$ cat config.mk
export PLATFORM = sky130hd
export DESIGN_NAME = pir_regs
export DESIGN_NICKNAME = d
export VERILOG_FILES = /design/src/design/pir_pkg.sv /design/src/design/pir_event_latch.sv /design/src/design/pir_apb_slave.sv /design/src/design/pir_regs.sv
export SDC_FILE = /design/constraint.sdc
export NUM_CORES = 1
export LEC_CHECK = 0
export BUFFER_PORTS_ARGS = -buffer_cell sky130_fd_sc_hd__buf_2
export CORE_MARGIN = 4
export CORE_UTILIZATION = 45
export CTS_BUF_LIST = sky130_fd_sc_hd__clkbuf_8
export DETAILED_ROUTE_END_ITERATION = 12
export HOLD_SLACK_MARGIN = 0.15
export PLACE_DENSITY = 0.67
export SYNTH_ARGS = -nofsm -noshare
export SYNTH_HDL_FRONTEND = slang
export SYNTH_HIERARCHICAL = 1
export SYNTH_SLANG_ARGS = --single-unit
$ cat constraint.sdc
create_clock -name sys_clk -period 2.4 [get_ports sys_clk]
set_input_delay 0.24 -clock sys_clk [delete_from_list [all_inputs] [get_ports sys_clk]]
set_output_delay 0.24 -clock sys_clk [all_outputs]
set_load 0.1 [all_outputs]
$ cat src/design/pir_pkg.sv
// Package: offsets, field positions, reset values and FSM codes.
// Assumes one 10 MHz clock and a synchronous active-high reset.
//
// Contract
// [RQ1] Hot mask at 0x05, resets 0x03
// [RQ2] Mask bit 0 enables, 1 suppresses
// [RQ3] Regulator mask low at 0x07, resets 0xff
// [RQ4] Regulator mask high at 0x08, resets 0xff
// [RQ5] Up-down mask at 0x09, resets 0x07
// [RQ6] Hot live state at 0x0a, read only
// [RQ7] Regulator live low at 0x0b, read only
// [RQ8] Regulator live high at 0x0c, read only
// [RQ9] Up-down live state at 0x0d, read only
// [RQ10] Mode register 0x10, four on/low-power pairs
// [RQ11] Output-on bit: 0 off, 1 on
// [RQ12] Low-power bit: 0 normal, 1 low power
// [RQ13] Events latch into read-clear pending flags
// [RQ14] Group mask resets 0x07, 1 masks group
// [RQ15] Interrupt on unmasked pending flag
// [RQ16] Reserved bits read zero, writes ignored
package pir_pkg;

  // Register indices; byte address is four times the index
  localparam logic [7:0] IDX_SRC = 8'h00;
  localparam logic [7:0] IDX_PEND_HOT = 8'h01;
  localparam logic [7:0] IDX_PEND_RLO = 8'h02;
  localparam logic [7:0] IDX_PEND_RHI = 8'h03;
  localparam logic [7:0] IDX_PEND_UD = 8'h04;
  localparam logic [7:0] IDX_HOT_MASK = 8'h05;
  localparam logic [7:0] IDX_GRP_MASK = 8'h06;
  localparam logic [7:0] IDX_RLO_MASK = 8'h07;
  localparam logic [7:0] IDX_RHI_MASK = 8'h08;
  localparam logic [7:0] IDX_UD_MASK = 8'h09;
  localparam logic [7:0] IDX_HOT_LIVE = 8'h0a;
  localparam logic [7:0] IDX_RLO_LIVE = 8'h0b;
  localparam logic [7:0] IDX_RHI_LIVE = 8'h0c;
  localparam logic [7:0] IDX_UD_LIVE = 8'h0d;
  localparam logic [7:0] IDX_MODE1 = 8'h10;

  // Address field positions
  localparam int unsigned ADDR_W = 12;
  localparam int unsigned IDX_LSB = 2;

  // Values after reset
  localparam logic [1:0] RST_HOT_MASK = 2'h3;
  localparam logic [7:0] RST_REG_MASK = 8'hff;
  localparam logic [2:0] RST_UD_MASK = 3'h7;
  localparam logic [2:0] RST_GRP_MASK = 3'h7;
  localparam logic [7:0] RST_MODE = 8'h00;

  // Group mask and source bit positions
  localparam int unsigned GRP_HOT = 0;
  localparam int unsigned GRP_REG = 1;
  localparam int unsigned GRP_UD = 2;

  // Bus response states, one bit apart
  typedef enum logic [0:0]
  {
    ST_IDLE = 1'b0,
    ST_RESP = 1'b1
  } pir_bus_st_t;

endpackage

$ cat src/design/pir_event_latch.sv
// Event latch: registers live state, sets sticky flags on rising edges.
// Assumes the live inputs are synchronous to sys_clk.
`timescale 1ns/10ps
module pir_event_latch #(
  parameter int unsigned W = 8
) (
  input wire logic sys_clk,
  input wire logic srst,
  input wire logic [W-1:0] live_in,
  input wire logic clr_en,
  input wire logic [W-1:0] clr_bits,
  output logic [W-1:0] live_q,
  output logic [W-1:0] pend_q
);
  import pir_pkg::*;

  // Whole state of the latch
  typedef struct packed {
    logic [W-1:0] live;
    logic [W-1:0] pend;
  } pir_latch_st_t;

  pir_latch_st_t st_q;
  pir_latch_st_t st_d;
  logic [W-1:0] rise;

  // Next state: new events win over a clear in the same cycle
  always_comb
  begin
    rise = live_in & ~st_q.live;
    st_d = st_q;
    st_d.live = live_in;
    st_d.pend = st_q.pend & ~(clr_en ? clr_bits : '0); // RQ13
    st_d.pend = st_d.pend | rise; // RQ13
  end

  // State register
  always_ff @(posedge sys_clk)
  begin
    if (srst)
    begin
      st_q <= '0;
    end
    else
    begin
      st_q <= st_d;
    end
  end

  assign live_q = st_q.live;
  assign pend_q = st_q.pend;

endmodule

$ cat src/design/pir_apb_slave.sv
// APB slave front end: no wait states, read data from a flop.
// Assumes an APB master that holds its request until pready.
`timescale 1ns/10ps
module pir_apb_slave (
  input wire logic sys_clk,
  input wire logic srst,
  input wire logic [pir_pkg::ADDR_W-1:0] paddr,
  input wire logic psel,
  input wire logic penable,
  input wire logic pwrite,
  input wire logic hit_in,
  input wire logic [7:0] rdata_in,
  output logic [31:0] prdata,
  output logic pready,
  output logic pslverr,
  output logic [7:0] idx_q,
  output logic rd_done,
  output logic wr_done
);
  import pir_pkg::*;

  // Whole state of the bus front end
  typedef struct packed {
    pir_bus_st_t st;
    logic [7:0] idx;
    logic hit;
    logic [31:0] rdata;
  } pir_apb_st_t;

  pir_apb_st_t s_q;
  pir_apb_st_t s_d;
  logic done;

  // Setup captures index, hit and read data; access completes
  always_comb
  begin
    s_d = s_q;
    done = (s_q.st == ST_RESP) && psel && penable;
    unique case (s_q.st)
      ST_IDLE:
      begin
        if (psel && !penable)
        begin
          s_d.st = ST_RESP;
          s_d.idx = paddr[IDX_LSB +: 8];
          s_d.hit = hit_in;
          s_d.rdata = {24'h000000, rdata_in}; // RQ16
        end
      end
      ST_RESP:
      begin
        if (done)
        begin
          s_d.st = ST_IDLE;
        end
      end
    endcase
  end

  // State register
  always_ff @(posedge sys_clk)
  begin
    if (srst)
    begin
      s_q <= '0;
    end
    else
    begin
      s_q <= s_d;
    end
  end

  assign prdata = s_q.rdata;
  assign pready = (s_q.st == ST_RESP);
  assign pslverr = pready && !s_q.hit;
  assign idx_q = s_q.idx;
  assign rd_done = done && !pwrite && s_q.hit;
  assign wr_done = done && pwrite && s_q.hit;

endmodule

$ cat src/design/pir_regs.sv
// Interrupt mask, live state, pending and mode registers.
// Assumes synchronous live inputs and an APB master on sys_clk.
//
// Added by the designer: the APB slave port.
`timescale 1ns/10ps
module pir_regs (
  input wire logic sys_clk,
  input wire logic srst,
  input wire logic [pir_pkg::ADDR_W-1:0] paddr,
  input wire logic psel,
  input wire logic penable,
  input wire logic pwrite,
  input wire logic [31:0] pwdata,
  input wire logic [3:0] pstrb,
  output logic [31:0] prdata,
  output logic pready,
  output logic pslverr,
  input wire logic hot_first_threshold_flag,
  input wire logic hot_second_threshold_flag,
  input wire logic [7:0] power_good_indication_low,
  input wire logic [6:0] power_good_indication_high,
  input wire logic step_down_power_good_flag,
  input wire logic updown_power_good_flag,
  input wire logic updown_overvoltage_flag,
  input wire logic updown_overcurrent_flag,
  output logic [3:0] linreg_output_on,
  output logic [3:0] linreg_low_power_select,
  output logic irq_out
);
  import pir_pkg::*;

  // Whole state held by this module
  typedef struct packed {
    logic [1:0] hot_mask;
    logic [7:0] rlo_mask;
    logic [7:0] rhi_mask;
    logic [2:0] ud_mask;
    logic [2:0] grp_mask;
    logic [7:0] mode;
  } pir_core_st_t;

  pir_core_st_t c_q;
  pir_core_st_t c_d;

  // Bus front end results
  logic [7:0] idx_q;
  logic rd_done;
  logic wr_done;
  logic hit;
  logic [7:0] rd_val;
  logic [7:0] cur_idx;

  // Live state copies from the latches
  logic [1:0] hot_live;
  logic [7:0] rlo_live;
  logic [7:0] rhi_live;
  logic [2:0] ud_live;

  // Pending flags from the latches
  logic [1:0] hot_pend;
  logic [7:0] rlo_pend;
  logic [7:0] rhi_pend;
  logic [2:0] ud_pend;

  // Per-latch clear enables
  logic clr_hot;
  logic clr_rlo;
  logic clr_rhi;
  logic clr_ud;

  // Write strobe for the low byte lane
  logic wr_lane;

  // Live inputs gathered in register bit order
  logic [1:0] hot_in;
  logic [7:0] rhi_in;
  logic [2:0] ud_in;

  // Group request terms
  logic hot_req;
  logic reg_req;
  logic ud_req;

  // True when the index names a register of this bank
  function automatic logic pir_is_mapped(input logic [7:0] idx);
    logic r;
    r = (idx <= IDX_UD_LIVE) || (idx == IDX_MODE1);
    return r;
  endfunction

  // True when any pending flag is not masked by its own bit
  function automatic logic pir_any_open(
    input logic [7:0] pend,
    input logic [7:0] mask
  );
    logic r;
    r = |(pend & ~mask);
    return r;
  endfunction

  // Inputs in the order the registers show them
  assign hot_in = {hot_first_threshold_flag, hot_second_threshold_flag};
  assign rhi_in = {step_down_power_good_flag, power_good_indication_high};
  assign ud_in = {
    updown_power_good_flag,
    updown_overvoltage_flag,
    updown_overcurrent_flag
  };

  // Thermal events
  pir_event_latch #(
    .W(2)
  ) u_hot (
    .sys_clk(sys_clk),
    .srst(srst),
    .live_in(hot_in),
    .clr_en(clr_hot),
    .clr_bits(prdata[1:0]),
    .live_q(hot_live),
    .pend_q(hot_pend)
  );

  // Linear regulators one to eight
  pir_event_latch #(
    .W(8)
  ) u_rlo (
    .sys_clk(sys_clk),
    .srst(srst),
    .live_in(power_good_indication_low),
    .clr_en(clr_rlo),
    .clr_bits(prdata[7:0]),
    .live_q(rlo_live),
    .pend_q(rlo_pend)
  );

  // Step-down and linear regulators nine to fifteen
  pir_event_latch #(
    .W(8)
  ) u_rhi (
    .sys_clk(sys_clk),
    .srst(srst),
    .live_in(rhi_in),
    .clr_en(clr_rhi),
    .clr_bits(prdata[7:0]),
    .live_q(rhi_live),
    .pend_q(rhi_pend)
  );

  // Up-down converter events
  pir_event_latch #(
    .W(3)
  ) u_ud (
    .sys_clk(sys_clk),
    .srst(srst),
    .live_in(ud_in),
    .clr_en(clr_ud),
    .clr_bits(prdata[2:0]),
    .live_q(ud_live),
    .pend_q(ud_pend)
  );

  // Bus front end
  pir_apb_slave u_apb (
    .sys_clk(sys_clk),
    .srst(srst),
    .paddr(paddr),
    .psel(psel),
    .penable(penable),
    .pwrite(pwrite),
    .hit_in(hit),
    .rdata_in(rd_val),
    .prdata(prdata),
    .pready(pready),
    .pslverr(pslverr),
    .idx_q(idx_q),
    .rd_done(rd_done),
    .wr_done(wr_done)
  );

  // Address decode on the live request
  assign cur_idx = paddr[IDX_LSB +: 8];
  assign hit = pir_is_mapped(cur_idx) && (paddr[ADDR_W-1:IDX_LSB+8] == '0);

  // Read-back mux; reserved bits pad with zero
  always_comb
  begin
    rd_val = 8'h00;
    unique case (cur_idx)
      // Group summary of pending flags
      IDX_SRC:
      begin
        rd_val = {5'h00, |ud_pend, |{rlo_pend, rhi_pend}, |hot_pend};
      end
      // Pending flags, cleared by this read
      IDX_PEND_HOT:
      begin
        rd_val = {6'h00, hot_pend}; // RQ13
      end
      IDX_PEND_RLO:
      begin
        rd_val = rlo_pend; // RQ13
      end
      IDX_PEND_RHI:
      begin
        rd_val = rhi_pend; // RQ13
      end
      IDX_PEND_UD:
      begin
        rd_val = {5'h00, ud_pend}; // RQ13
      end
      // Mask registers
      IDX_HOT_MASK:
      begin
        rd_val = {6'h00, c_q.hot_mask}; // RQ1 RQ16
      end
      IDX_GRP_MASK:
      begin
        rd_val = {5'h00, c_q.grp_mask}; // RQ14 RQ16
      end
      IDX_RLO_MASK:
      begin
        rd_val = c_q.rlo_mask; // RQ3
      end
      IDX_RHI_MASK:
      begin
        rd_val = c_q.rhi_mask; // RQ4
      end
      IDX_UD_MASK:
      begin
        rd_val = {5'h00, c_q.ud_mask}; // RQ5 RQ16
      end
      // Live state registers
      IDX_HOT_LIVE:
      begin
        rd_val = {6'h00, hot_live}; // RQ6 RQ16
      end
      IDX_RLO_LIVE:
      begin
        rd_val = rlo_live; // RQ7
      end
      IDX_RHI_LIVE:
      begin
        rd_val = rhi_live; // RQ8
      end
      IDX_UD_LIVE:
      begin
        rd_val = {5'h00, ud_live}; // RQ9 RQ16
      end
      // Regulator mode
      IDX_MODE1:
      begin
        rd_val = c_q.mode; // RQ10
      end
      // Unmapped reads zero
      default:
      begin
        rd_val = 8'h00;
      end
    endcase
  end

  // Read-clear of pending flags uses the captured read data
  assign clr_hot = rd_done && (idx_q == IDX_PEND_HOT); // RQ13
  assign clr_rlo = rd_done && (idx_q == IDX_PEND_RLO); // RQ13
  assign clr_rhi = rd_done && (idx_q == IDX_PEND_RHI); // RQ13
  assign clr_ud = rd_done && (idx_q == IDX_PEND_UD); // RQ13

  // Only the low byte lane carries register data
  assign wr_lane = wr_done && pstrb[0];

  // Register writes; read-only indices ignore writes
  always_comb
  begin
    c_d = c_q;
    if (wr_lane)
    begin
      unique case (idx_q)
        // Thermal mask, reserved bits dropped
        IDX_HOT_MASK:
        begin
          c_d.hot_mask = pwdata[1:0]; // RQ1 RQ16
        end
        // Group source mask
        IDX_GRP_MASK:
        begin
          c_d.grp_mask = pwdata[2:0]; // RQ14 RQ16
        end
        // Regulator masks
        IDX_RLO_MASK:
        begin
          c_d.rlo_mask = pwdata[7:0]; // RQ3
        end
        IDX_RHI_MASK:
        begin
          c_d.rhi_mask = pwdata[7:0]; // RQ4
        end
        // Up-down mask
        IDX_UD_MASK:
        begin
          c_d.ud_mask = pwdata[2:0]; // RQ5 RQ16
        end
        // Regulator mode pairs
        IDX_MODE1:
        begin
          c_d.mode = pwdata[7:0]; // RQ10
        end
        // Read-only or pending index
        default:
        begin
          c_d = c_q;
        end
      endcase
    end
  end

  // State register with documented reset values
  always_ff @(posedge sys_clk)
  begin
    if (srst)
    begin
      c_q.hot_mask <= RST_HOT_MASK; // RQ1
      c_q.rlo_mask <= RST_REG_MASK; // RQ3
      c_q.rhi_mask <= RST_REG_MASK; // RQ4
      c_q.ud_mask <= RST_UD_MASK; // RQ5
      c_q.grp_mask <= RST_GRP_MASK; // RQ14
      c_q.mode <= RST_MODE; // RQ10
    end
    else
    begin
      c_q <= c_d;
    end
  end

  // Mode outputs: odd bit turns output on, even bit picks low power
  always_comb
  begin
    for (int k = 0; k < 4; k++)
    begin
      linreg_output_on[k] = c_q.mode[2*k+1]; // RQ11
      linreg_low_power_select[k] = c_q.mode[2*k]; // RQ12
    end
  end

  // Per-event masks: zero lets the event through
  assign hot_req = pir_any_open({6'h00, hot_pend}, {6'h3f, c_q.hot_mask}); // RQ2
  assign reg_req = pir_any_open(rlo_pend, c_q.rlo_mask)
    || pir_any_open(rhi_pend, c_q.rhi_mask); // RQ2
  assign ud_req = pir_any_open({5'h00, ud_pend}, {5'h1f, c_q.ud_mask}); // RQ2

  // Level interrupt gated by the group mask
  assign irq_out = (hot_req && !c_q.grp_mask[GRP_HOT])
    || (reg_req && !c_q.grp_mask[GRP_REG])
    || (ud_req && !c_q.grp_mask[GRP_UD]); // RQ14 RQ15

endmodule

==> results.ini <==
[cells_and_area]
final_core_util_pct = 52.9
antenna_cells = 0
nets = 693
syn2layout_area_growth_pct = 14.2
layout_commonest_cell = dfxtp_1
mostFrequentLayoutCells = dfxtp_1 (91), nand2b_1 (72), buf_2 (62), nor2_1 (37)
drive_gt1_share_pct = 18.7
fin_cells = 761

[logic_synthesis]
synth_area_leader_cell = dfxtp_1
synth_ff_type = dfxtp_1
syn_area_um2 = 5060
yosys_warnings = 6
synthArstFlopShare_pct = 0
syn_avg_cell_area_um2 = 9.22
synth_edf_count = 0
synth.distinct_cells = 53
ys_ff_latch = 92
synth_seq_area_share_pct = 36.4
syn_inst = 549
synth_area_leaders = dfxtp_1 (36%), nand2b_1 (8.9%), mux2i_1 (7.1%)
yosys.area.top_type_share_pct = 36.4

[sta]
fin_crit_ns = 2.28
clock.fmax_ghz = 0.438
hold_viol_final = 0
worstMarginPinSlew_ns = 0.673
setup-tns-final_ns = 0
slew_viol_final = 0
period_share_pct = 95.1
rsz0062_at_grt = no
setup_violations = 0
relSlewSlack_pct = 55.1
whs_ns = 0.204
finClkSkew_ns = 0.00722

[clock_tree]
post_cts_buffers = 0
numCtsBuffers = 9
cts_resized = 0
cts_tree = done
cts_root_buffer = clkbuf_8
clock_sinks = 92
cts_max_level = 3
clockBufferDepth = 2
clk_pin_slew_worst_paths_ns = 0.08
clk_latency_ns = 0.37

[critical_path]
cp-start-kind = primary input
worstPathMaxFanout = 6
max_stage_delay_ns = 0.68
crit_buf_inv = 2
crit_family = simple AND/OR/NAND/NOR gates
cp.arrival_ns = 2.59
cp_cell_sequence = dlygate4sd3_1 > buf_2 > or4_1 > nor3_2 > a32oi_1 > o221ai_1 > nand2b_1 > mux2i_1
worst_setup_path_end_kind = flop
crit_slowest_cell = or4_1
crit_type = in2reg
cp_data_required_time_ns = 2.71

[grt]
grt_pass1_wl_um = 21100
antenna_found_initial = 0
grt_pass1_vias = 3997
grt_max_degree = 67
grt_usage_pct = 20.9
grt-ovfl-total = 0

[pwr]
swShare_pct = 28.7
p_int_uw = 2350
p_comb_share_pct = 17.2
p_per_area_nw_per_um2 = 569
peakVddDrop_mv = 0.290
power_frac_seq_pct = 50.0
p_clk_share_pct = 32.8
leakagePower_uw = 0.00241
power_switching_uw = 942

[drt]
first_iter_violations = 268
wl_per_cell_um = 17.4
wl_um = 13200
routed_via_density = 5.43
firstDrtPassIters = 5
ant_nets = 0
drc_errors = 0
num_vias = 4131

[placement]
dpl.hpwl_um = 9470
gp_congestion = 0.933
numPortBuffers = 63
dpl.cell_count = 712

[run]
cap_violations = 0

[hold_path]
min_path_type = in2reg

[die]
dieHeight_um = 114
ios = 117
rows = 38
initial_core_util_pct = 46.3
core_um2 = 10900
die_area_um2 = 13000
die_x_um = 114

[status]
outcome = complete, no violations

## sequential cells by signal, indices dropped and copies added (netlist names), named ones only
register and cells:
u_apb/idx_q 8, u_rlo/pend_q 8, u_hot/live_q 2, u_hot/pend_q 2, u_apb/prdata 8, c_q 24, linreg_output_on 4, u_rhi/pend_q 8
u_ud/live_q 3, u_apb/s_q 1, u_rlo/live_q 8, u_rhi/live_q 8, u_ud/pend_q 3, linreg_low_power_select 4
## power groups by stage
stage               Combinational [uW]  Sequential [uW]  Clock, uW
global route                       604             1650       1170
CTS                                563             1640       1110
floorplan                          454             1650          0
detailed placement                 516             1670          0
finish                             566             1640       1080
global placement                   510             1670          0
## per-layer routing
layer | global-route usage, % | part of all wire, % | up-vias | wire [um]
met1 | 29.8 | 49 | 1965 | 6480
met4 | 8.00 | 2.2 | 0 | 286
met3 | 4.35 | 6.2 | 21 | 821
met2 | 31.0 | 43 | 140 | 5660
li1 | - | - | 2005 | -
met5 | 0 | 0 | - | 0
## cells in the mapped netlist (2+ instances only)
cell,number
nand2b_1,72
a32oi_1,6
nand3b_1,7
nand4_1,7
nor2_1,37
inv_1,18
mux4_2,3
o2111ai_1,4
nor3_1,6
o21ai_0,7
a21oi_2,16
nor2b_1,36
o221ai_1,4
a22oi_1,6
mux2i_1,36
nand4b_1,2
nand2_1,9
buf_6,6
a21bo_1,21
or3_1,2
or4_1,3
a211o_1,24
clkbuf_1,17
nor3_2,2
nor4_1,10
a221oi_1,2
dfxtp_1,92
a21oi_1,12
buf_2,4
buf_4,48
a22o_1,3
nor3b_1,2
nand3_1,5
## kinds of logic after synthesis
logic type | after synthesis | synth area share [%]
compound gates | 113 | 18.5
buf+inv | 94 | 11.8
flops | 92 | 36.4
mux | 40 | 8.68
other cells | 1 | 0.0741
simple gates | 209 | 24.5
## cell type report
class	instances	area, um^2
Clock buffer	9	124
Clock inverter	4	68.8
Inverter	18	67.6
Sequential cell	92	1840
Tap cell	140	175
Timing Repair Buffer	112	788
Fill cell	1021	5150
Multi-Input combinational cell	386	2710
## worst reg2reg max path, stage by stage, from the launching register on
cell     delay (ns)
dfxtp_1        0.35
or4_4          0.60
or4b_1         0.58
nor2_1         0.13
buf_4          0.22
a21bo_1        0.15
a21oi_2        0.06
## path summary, 6_finish.rpt
| check | slack, ns | start | cells past startpoint | endpoint |
|---|---|---|---|---|
| max | 0.12 | paddr[7] | 8 | u_apb/prdata[6]$_SDFFE_PP0P_ |
| min | 0.20 | paddr[3] | 3 | u_apb/idx_q[1]$_SDFFE_PP0P_ |
| max reg2reg | 0.18 | u_apb/idx_q[3]$_SDFFE_PP0P_ | 6 | u_rlo/pend_q[2]$_SDFF_PP0_ |
| min reg2reg | 0.50 | c_q[12]$_SDFFE_PP1P_ | 1 | c_q[12]$_SDFFE_PP1P_ |
## metrics by stage
step                total power (uW)  setup WS, ns  instance area [um^2]
floorplan                       2110         0.199                  5150
global placement                2180         0.239                  5230
detailed placement              2190         0.195                  5230
CTS                             3320         0.156                  5780
global route                    3420        0.0339                  5780
finish                          3290         0.117                  5780
## what timing repair did
action                     CTS  global route
hold endpoints to repair    66             0
setup endpoints to repair    0             0
hold buffers                36             0
Power figures use the tool's default switching activity.
